### src/rtl/csoc_pkg.sv
// constants, types and field layout for the clock source and oscillator control block
package csoc_pkg;

  // ----------------------------------------------------------------
  // register map
  // ----------------------------------------------------------------
  localparam logic [7:0] ADDR_OSC_TUNING = 8'h00;
  localparam logic [7:0] ADDR_OSC_CONTROL = 8'h04;

  // tuning register fields
  localparam int TUN_LFSRC_BIT = 7;
  localparam int TUN_MULT_BIT = 6;
  localparam int TUN_TRIM_LSB = 0;
  localparam int TUN_TRIM_W = 5;
  localparam logic [4:0] TRIM_RESET = 5'h00;

  // control register fields
  localparam int CTL_IDLE_BIT = 7;
  localparam int CTL_FREQ_LSB = 4;
  localparam int CTL_PRIRDY_BIT = 3;
  localparam int CTL_INTSTB_BIT = 2;
  localparam int CTL_SCS_LSB = 0;
  localparam logic [2:0] FREQ_RESET = 3'h4;
  localparam logic [1:0] SCS_RESET = 2'h0;

  // frequency select codes and postscaler masks (fast ticks per output tick - 1)
  localparam logic [2:0] FREQ_8M = 3'h7;
  localparam logic [2:0] FREQ_4M = 3'h6;
  localparam logic [2:0] FREQ_31K = 3'h0;
  localparam logic [7:0] DIV_MASK_LOW = 8'hFF;

  // primary configuration codes that use the internal block
  localparam logic [3:0] CFG_INT_A = 4'h9;
  localparam logic [3:0] CFG_INT_B = 4'h8;

  // switch pause lengths in source cycles
  localparam logic [2:0] OLD_SRC_CYCLES = 3'h2;
  localparam logic [2:0] NEW_SRC_CYCLES = 3'h4;

  typedef enum logic [1:0] {SRC_PRIMARY, SRC_SECONDARY, SRC_INTERNAL} csoc_src_e;

  typedef struct packed {
    logic primaryReady;
    logic internalStable;
    logic secondaryRunning;
  } csoc_flags_s;

  typedef struct packed {
    logic primaryTick;
    logic secondaryTick;
    logic fastTick;
    logic slowTick;
    logic startupExpired;
    logic fastStable;
  } csoc_osc_s;

endpackage

### src/rtl/csoc_sync.sv
// two-flop synchroniser with rising edge detect for oscillator and status pins
module csoc_sync #(
  parameter int W = 1
) (
  input wire logic clk_sys,
  input wire logic arst_n,
  input wire logic [W-1:0] asyncIn,
  output logic [W-1:0] levelOut,
  output logic [W-1:0] riseOut
);

  logic [W-1:0] meta_q;
  logic [W-1:0] sync_q;
  logic [W-1:0] prev_q;

  always_ff @(posedge clk_sys or negedge arst_n) begin
    if (!arst_n) begin
      meta_q <= '0;
      sync_q <= '0;
      prev_q <= '0;
    end else begin
      meta_q <= asyncIn;
      sync_q <= meta_q;
      prev_q <= sync_q;
    end
  end

  assign levelOut = sync_q;
  assign riseOut = sync_q & ~prev_q;

endmodule

### src/rtl/csoc_ctrl.sv
// clock source selection, internal block postscaler, multiplier gating and APB registers
module csoc_ctrl (
  input wire logic clk_sys,
  input wire logic arst_n,
  // apb slave
  input wire logic psel,
  input wire logic penable,
  input wire logic pwrite,
  input wire logic [7:0] paddr,
  input wire logic [31:0] pwdata,
  output logic [31:0] prdata,
  output logic pready,
  output logic pslverr,
  // configuration and neighbours, same clock domain
  input wire logic [3:0] primaryOscConfig,
  input wire logic secondaryOscEnable,
  input wire logic sleepExec,
  // oscillator edges and status pins, asynchronous
  input wire csoc_pkg::csoc_osc_s oscPins,
  // device side
  output logic deviceClkEn,
  output csoc_pkg::csoc_src_e activeSource,
  output logic switchBusy,
  output logic multActive,
  output logic fastOscEnable,
  output logic slowOscEnable,
  output logic watchdogClkEn,
  output logic signed [4:0] fastOscTrim,
  output csoc_pkg::csoc_flags_s srcFlags,
  output logic idleEnter,
  output logic sleepEnter
);

  // ----------------------------------------------------------------
  // pin synchronisation
  // ----------------------------------------------------------------
  csoc_pkg::csoc_osc_s oscLevel;
  csoc_pkg::csoc_osc_s oscRise;

  csoc_sync #(
    .W($bits(csoc_pkg::csoc_osc_s))
  ) u_sync (
    .clk_sys(clk_sys),
    .arst_n(arst_n),
    .asyncIn(oscPins),
    .levelOut(oscLevel),
    .riseOut(oscRise)
  );

  wire primTick = oscRise.primaryTick;
  wire secTick = oscRise.secondaryTick;
  wire fastTick = oscRise.fastTick;
  wire slowTick = oscRise.slowTick;
  wire startupDone = oscLevel.startupExpired;
  wire fastStable = oscLevel.fastStable;

  // ----------------------------------------------------------------
  // register state
  // ----------------------------------------------------------------
  logic lowFreqSourceSelect_q;
  logic multEnable_q;
  logic [4:0] tuningField_q;
  logic idleOnSleep_q;
  logic [2:0] internalFreqSelect_q;
  logic [1:0] clockSourceSelect_q;

  // ----------------------------------------------------------------
  // apb decode
  // ----------------------------------------------------------------
  wire selTuning = (paddr == csoc_pkg::ADDR_OSC_TUNING);
  wire selControl = (paddr == csoc_pkg::ADDR_OSC_CONTROL);
  wire addrHit = selTuning | selControl;
  wire setupPhase = psel & ~penable;
  wire accessDone = psel & penable & pready;
  wire wrTuning = accessDone & pwrite & selTuning;
  wire wrControl = accessDone & pwrite & selControl;

  assign pready = 1'b1;
  assign pslverr = psel & penable & ~addrHit;

  // multiplier only where the primary config uses the internal block
  wire multAvail = (primaryOscConfig == csoc_pkg::CFG_INT_A) |
                   (primaryOscConfig == csoc_pkg::CFG_INT_B);
  wire freqAllowsMult = (internalFreqSelect_q == csoc_pkg::FREQ_8M) |
                        (internalFreqSelect_q == csoc_pkg::FREQ_4M);

  wire [1:0] scsWrite = pwdata[csoc_pkg::CTL_SCS_LSB +: 2];
  // a secondary request without its oscillator enabled leaves the select untouched
  wire scsRefused = (scsWrite == 2'h1) & ~secondaryOscEnable;

  // ----------------------------------------------------------------
  // register next values
  // ----------------------------------------------------------------
  wire multEnable_d = !multAvail ? 1'b0 :
                      wrTuning ? pwdata[csoc_pkg::TUN_MULT_BIT] : multEnable_q;
  wire [1:0] clockSourceSelect_d = (wrControl & ~scsRefused) ? scsWrite :
                                   clockSourceSelect_q;

  always_ff @(posedge clk_sys or negedge arst_n) begin
    if (!arst_n) begin
      lowFreqSourceSelect_q <= 1'b0;
      tuningField_q <= csoc_pkg::TRIM_RESET;
    end else if (wrTuning) begin
      lowFreqSourceSelect_q <= pwdata[csoc_pkg::TUN_LFSRC_BIT];
      tuningField_q <= pwdata[csoc_pkg::TUN_TRIM_LSB +: csoc_pkg::TUN_TRIM_W];
    end
  end

  always_ff @(posedge clk_sys or negedge arst_n) begin
    if (!arst_n) begin
      multEnable_q <= 1'b0;
    end else begin
      multEnable_q <= multEnable_d;
    end
  end

  // status bits of the control word are never stored, so writes cannot reach them
  always_ff @(posedge clk_sys or negedge arst_n) begin
    if (!arst_n) begin
      idleOnSleep_q <= 1'b0;
      internalFreqSelect_q <= csoc_pkg::FREQ_RESET;
      clockSourceSelect_q <= csoc_pkg::SCS_RESET;
    end else begin
      clockSourceSelect_q <= clockSourceSelect_d;
      if (wrControl) begin
        idleOnSleep_q <= pwdata[csoc_pkg::CTL_IDLE_BIT];
        internalFreqSelect_q <= pwdata[csoc_pkg::CTL_FREQ_LSB +: 3];
      end
    end
  end

  // ----------------------------------------------------------------
  // internal block postscaler
  // ----------------------------------------------------------------
  logic [7:0] postCount_q;
  logic [7:0] divMask;

  always_comb begin
    unique case (internalFreqSelect_q)
      3'h7: divMask = 8'h00;
      3'h6: divMask = 8'h01;
      3'h5: divMask = 8'h03;
      3'h4: divMask = 8'h07;
      3'h3: divMask = 8'h0F;
      3'h2: divMask = 8'h1F;
      3'h1: divMask = 8'h3F;
      3'h0: divMask = csoc_pkg::DIV_MASK_LOW;
    endcase
  end

  // the counter runs free so a new select takes effect without a pause
  always_ff @(posedge clk_sys or negedge arst_n) begin
    if (!arst_n) begin
      postCount_q <= '0;
    end else if (fastTick) begin
      postCount_q <= postCount_q + 8'h01;
    end
  end

  wire lowSelected = (internalFreqSelect_q == csoc_pkg::FREQ_31K);
  wire postTick = fastTick & ((postCount_q & divMask) == divMask);
  wire useSlowDirect = lowSelected & ~lowFreqSourceSelect_q;
  wire internalTick = useSlowDirect ? slowTick : postTick;

  assign fastOscEnable = ~useSlowDirect;
  assign slowOscEnable = 1'b1;
  assign watchdogClkEn = slowTick;
  // trim feeds the fast oscillator only; the slow tick path never sees it
  assign fastOscTrim = $signed(tuningField_q);
  // the external multiplier quadruples the fast output while this is high
  assign multActive = multEnable_q & multAvail & freqAllowsMult;

  // ----------------------------------------------------------------
  // glitch-free source switch
  // ----------------------------------------------------------------
  typedef enum logic [1:0] {SW_RUN, SW_DRAIN_OLD, SW_WAIT_NEW} csoc_sw_e;

  csoc_sw_e swState_q;
  csoc_pkg::csoc_src_e activeSrc_q;
  csoc_pkg::csoc_src_e targetSrc_q;
  logic [2:0] swCount_q;
  csoc_pkg::csoc_src_e reqSrc;

  assign reqSrc = clockSourceSelect_q[1] ? csoc_pkg::SRC_INTERNAL :
                  clockSourceSelect_q[0] ? csoc_pkg::SRC_SECONDARY :
                  csoc_pkg::SRC_PRIMARY;

  function automatic logic srcTick(input csoc_pkg::csoc_src_e s, input logic p,
                                   input logic q, input logic r);
    logic t;
    t = 1'b0;
    unique case (s)
      csoc_pkg::SRC_PRIMARY: t = p;
      csoc_pkg::SRC_SECONDARY: t = q;
      csoc_pkg::SRC_INTERNAL: t = r;
      default: t = 1'b0;
    endcase
    return t;
  endfunction

  wire oldTick = srcTick(activeSrc_q, primTick, secTick, internalTick);
  wire newTick = srcTick(targetSrc_q, primTick, secTick, internalTick);

  always_ff @(posedge clk_sys or negedge arst_n) begin
    if (!arst_n) begin
      swState_q <= SW_RUN;
      activeSrc_q <= csoc_pkg::SRC_PRIMARY;
      targetSrc_q <= csoc_pkg::SRC_PRIMARY;
      swCount_q <= '0;
    end else begin
      unique case (swState_q)
        SW_RUN: begin
          if (reqSrc != activeSrc_q) begin
            targetSrc_q <= reqSrc;
            swCount_q <= '0;
            swState_q <= SW_DRAIN_OLD;
          end
        end
        SW_DRAIN_OLD: begin
          if (oldTick) begin
            if (swCount_q == csoc_pkg::OLD_SRC_CYCLES - 3'h1) begin
              swCount_q <= '0;
              swState_q <= SW_WAIT_NEW;
            end else begin
              swCount_q <= swCount_q + 3'h1;
            end
          end
        end
        SW_WAIT_NEW: begin
          if (newTick) begin
            if (swCount_q == csoc_pkg::NEW_SRC_CYCLES - 3'h1) begin
              activeSrc_q <= targetSrc_q;
              swState_q <= SW_RUN;
            end else begin
              swCount_q <= swCount_q + 3'h1;
            end
          end
        end
      endcase
    end
  end

  // the device clock is held off for the whole pause, so no runt edge reaches it
  assign switchBusy = (swState_q != SW_RUN);
  assign activeSource = activeSrc_q;
  assign deviceClkEn = ~switchBusy & oldTick;

  // ----------------------------------------------------------------
  // source flags and sleep decode
  // ----------------------------------------------------------------
  wire runPrimary = ~switchBusy & (activeSrc_q == csoc_pkg::SRC_PRIMARY);
  wire runSecondary = ~switchBusy & (activeSrc_q == csoc_pkg::SRC_SECONDARY);
  wire runInternal = ~switchBusy & (activeSrc_q == csoc_pkg::SRC_INTERNAL);

  // flags are derived from one active source, so two can never be high together
  assign srcFlags.primaryReady = runPrimary & startupDone;
  assign srcFlags.internalStable = runInternal & fastStable & ~useSlowDirect;
  assign srcFlags.secondaryRunning = runSecondary;

  always_ff @(posedge clk_sys or negedge arst_n) begin
    if (!arst_n) begin
      idleEnter <= 1'b0;
      sleepEnter <= 1'b0;
    end else begin
      idleEnter <= sleepExec & idleOnSleep_q;
      sleepEnter <= sleepExec & ~idleOnSleep_q;
    end
  end

  // ----------------------------------------------------------------
  // read data, captured in the setup cycle
  // ----------------------------------------------------------------
  wire [7:0] tuningRead = {lowFreqSourceSelect_q, multEnable_q, 1'b0,
                           tuningField_q};
  wire [7:0] controlRead = {idleOnSleep_q, internalFreqSelect_q, srcFlags.primaryReady,
                            srcFlags.internalStable, clockSourceSelect_q};
  wire [7:0] readByte = selTuning ? tuningRead : selControl ? controlRead : 8'h00;

  always_ff @(posedge clk_sys or negedge arst_n) begin
    if (!arst_n) begin
      prdata <= 32'h0000_0000;
    end else if (setupPhase) begin
      prdata <= {24'h00_0000, readByte};
    end
  end
endmodule

### config.mk
export PLATFORM = sky130hd
export DESIGN_NAME = csoc_ctrl
export DESIGN_NICKNAME = d
export VERILOG_FILES = /design/src/rtl/csoc_pkg.sv /design/src/rtl/csoc_sync.sv /design/src/rtl/csoc_ctrl.sv
export SDC_FILE = /design/constraint.sdc
export NUM_CORES = 1
export LEC_CHECK = 0
export ABC_CLOCK_PERIOD_IN_PS = 3710
export BUFFER_PORTS_ARGS = -buffer_cell sky130_fd_sc_hd__buf_2
export CORE_MARGIN = 5
export CORE_UTILIZATION = 35
export CTS_BUF_LIST = sky130_fd_sc_hd__clkbuf_16
export DETAILED_ROUTE_END_ITERATION = 10
export PLACE_DENSITY = 0.7
export SYNTH_ARGS = -nofsm -noshare
export SYNTH_HDL_FRONTEND = slang
export SYNTH_SLANG_ARGS = --single-unit
### constraint.sdc
create_clock -name clk_sys -period 3.71 [get_ports clk_sys]
set_input_delay 0.742 -clock clk_sys [delete_from_list [all_inputs] [get_ports clk_sys]]
set_output_delay 0.742 -clock clk_sys [all_outputs]
set_load 0.01 [all_outputs]
==> metrics.txt <==
pins over their slew limit 0; max-cap violation count 0; number of synthesized flops with an enable pin 0; CP startpoint kind register; core area between 7000 and 8000 µm²; ys async rst share 100%; Routability Congestion about 0.84; clock sink count 56; starting DRC count in detailed routing between 60 and 70; Ant. Diodes 0; Worst Reg2Reg Path Length in Cells 5; cells along the critical path inv_1, ha_1, inv_1, nor4b_1, buf_2; initial core utilization between 30% and 40%; clock root buffer clkbuf_16; final total power 1.61 mW; Buf/Inv on CP 3; Synth Register Bits 56; Critical Path AT about 2.0 ns; Reg clk slew, reported paths 0.07 ns; final setup violating endpoints 0; Yosys top cell by area dfrtp_1; pin count of the biggest net entering global routing 34; die width about 99 µm; CTS tree yes; I/O pin cnt between 100 and 150; placed cell area between 3000 and 4000 µm²; cts hold-fix bufs 0; GRT Total Usage a little under an eighth; fmax 362 MHz; CTS Buffer Depth 2; CTS Buf Count 5; Final WS setup ~0.95 ns; RSZ-0062 raised after global routing false; initial antenna violation count 0; Final nets roughly 380; DR vias ~2000; synth-to-layout area growth 14.8%; Tcrit/Tclk final between 70 and 80%; fin area roughly 3200 µm²; most area-consuming cells after synthesis dfrtp_1 (49%), buf_4 (7.5%), mux2_2 (5.3%); post-DP HPWL about 4.2 mm; Antenna Nets Post-Route 0; post-synthesis sequential area ratio 50.3%; clock latency on the worst-skew pair approximately 0.29 ns; share of layout cells above drive strength 1 27.4%; Yosys warning total 0; outcome completed; synth cell count leaders dfrtp_1 (55), buf_4 (28), nor2_1 (19), a21oi_1 (18), nand2_1 (14); global-route wire length before repair between 9 and 10 mm; 1st-pass router iterations 4; WP data required approximately 3.0 ns; clk_skew 0.00711 ns; wire per inst roughly 14 µm; postcts setup bufs 0; grt ovf 0; Fillers 750; Top delay family on crit path simple AND/OR/NAND/NOR gates; crit path capture type output pin; Yosys top cell area share 49.4%; total negative slack 0 ns; Leak 1.57 nW; top-count cell post-synth dfrtp_1; H-tree Lvls 2; critical path's largest stage delay 0.56 ns; Tightest Pin Transition ~0.95 ns; Die Ht between 90 and 100 µm; worst slack at placement 1.10 ns; hold crit path type reg2reg; critical path class reg2out; max_slew headroom 36.7%; input/output buffers 57; Remaining DRCs 0; DIE AREA 9850 µm²; crit-path max FO 6; FP Rows 32; post-cts sizing count 0; CP most frequent cell inv_1; Synth Instances approximately 260; Slowest-stage cell, CP nor4b_1; vias per cell 4.71; Mapped Area roughly 2800 µm²; Total Wirelength ~5.7 mm; syn_area_per_cell 10.8 µm²; WP depth 5; Yosys cell types 51; Synth Flop Type dfrtp_1; Final Util 41.4%; maximum VDD drop 193 µV; Fin. Hold Viols 0; Hold Path Cell Cnt 0; post-layout min period roughly 2.8 ns; P per Cell Area ~500 nW/µm²; vias in the first global route approximately 1900
==> final cells by class <==
type	count	area, µm²	share of cell area, %
multi-input combinational	181	1190	37.3
sequential	56	1400	43.9
clock buffer	5	125	3.91
tap	102	128	3.99
clock inverter	3	15.0	0.469
inverter	11	41.3	1.29
timing repair buffer	58	293	9.15
==> cell usage in the layout (no fill, tap or decap), types with 4 or more instances in the layout <==
master,n
nand3_1,5
mux2_2,13
a22oi_1,9
clkbuf_16,5
o21ai_0,9
nor2_1,19
ha_1,7
nor2b_1,6
a21oi_1,18
xnor2_1,4
nand4_1,4
inv_1,12
dfrtp_1,55
nand2_1,14
conb_1,26
buf_2,57
==> logic make-up (layout without fill, tap and decap cells) <==
kind of cell / Yosys count / after routing / synth area share [%]
flip-flops: 56 / 56 / 50.3
XOR/XNOR: 7 / 7 / 2.20
other: 2 / 26 / 0.270
AO/OA/AOI/OAI: 48 / 48 / 10.7
AND/OR/NAND/NOR: 74 / 74 / 15.7
adder cells (fa/ha/maj): 7 / 7 / 3.14
multiplexers: 19 / 19 / 7.54
buffers and inverters: 46 / 77 / 10.1
==> through the flow <==
step	hold WS (ns)	std cells
2_1_floorplan	0.331	283
3_3_place_gp	0.334	408
3_5_place_dp	0.335	408
4_1_cts	0.351	416
5_1_grt	0.370	416
6_report	0.349	416
==> layer usage <==
layer	vias up	GRT usage (%)	share of wire, %
li1	955	-	-
met1	938	14.2	44
met2	64	19.3	47
met3	4	3.23	8.4
met4	0	2.84	0.57
met5	-	0	0
==> flip-flops by register name (all words and copies together), names as in the netlist <==
name	flops
u_sync.meta_q	6
activeSource	2
u_sync.levelOut	6
targetSrc_q	2
lowFreqSourceSelect_q	1
idleOnSleep_q	1
clockSourceSelect_q	2
fastOscTrim	5
sleepEnter	1
swCount_q	3
multEnable_q	1
u_sync.prev_q	4
internalFreqSelect_q	3
swState_q	2
prdata	8
postCount_q	8
idleEnter	1
==> report_power, final <==
| part | switching [mW] | total, mW | leakage, nW | internal (mW) |
|---|---|---|---|---|
| clock | 0.200 | 0.445 | 0.0687 | 0.246 |
| combinational | 0.230 | 0.407 | 0.793 | 0.177 |
| sequential | 0.0793 | 0.763 | 0.706 | 0.683 |
| total | 0.509 | 1.61 | 1.57 | 1.11 |
==> final timing paths <==
path / from / endpoint / slack [ns]
worst max-delay path: swState_q[0]$_DFFE_PN0P_ / srcFlags[2] / 0.95
worst min-delay path: u_sync.meta_q[5]$_DFF_PN0_ / u_sync.levelOut[5]$_DFF_PN0_ / 0.35
worst max register to register: activeSource[1]$_DFFE_PN0P_ / swCount_q[0]$_DFFE_PN0P_ / 1.52
worst min register to register: u_sync.meta_q[5]$_DFF_PN0_ / u_sync.levelOut[5]$_DFF_PN0_ / 0.35
max in group asynchronous: arst_n / internalFreqSelect_q[2]$_DFFE_PN1P_ / 2.37
min in group asynchronous: arst_n / u_sync.levelOut[2]$_DFF_PN0_ / 0.51
Power figures use the tool's default switching activity.
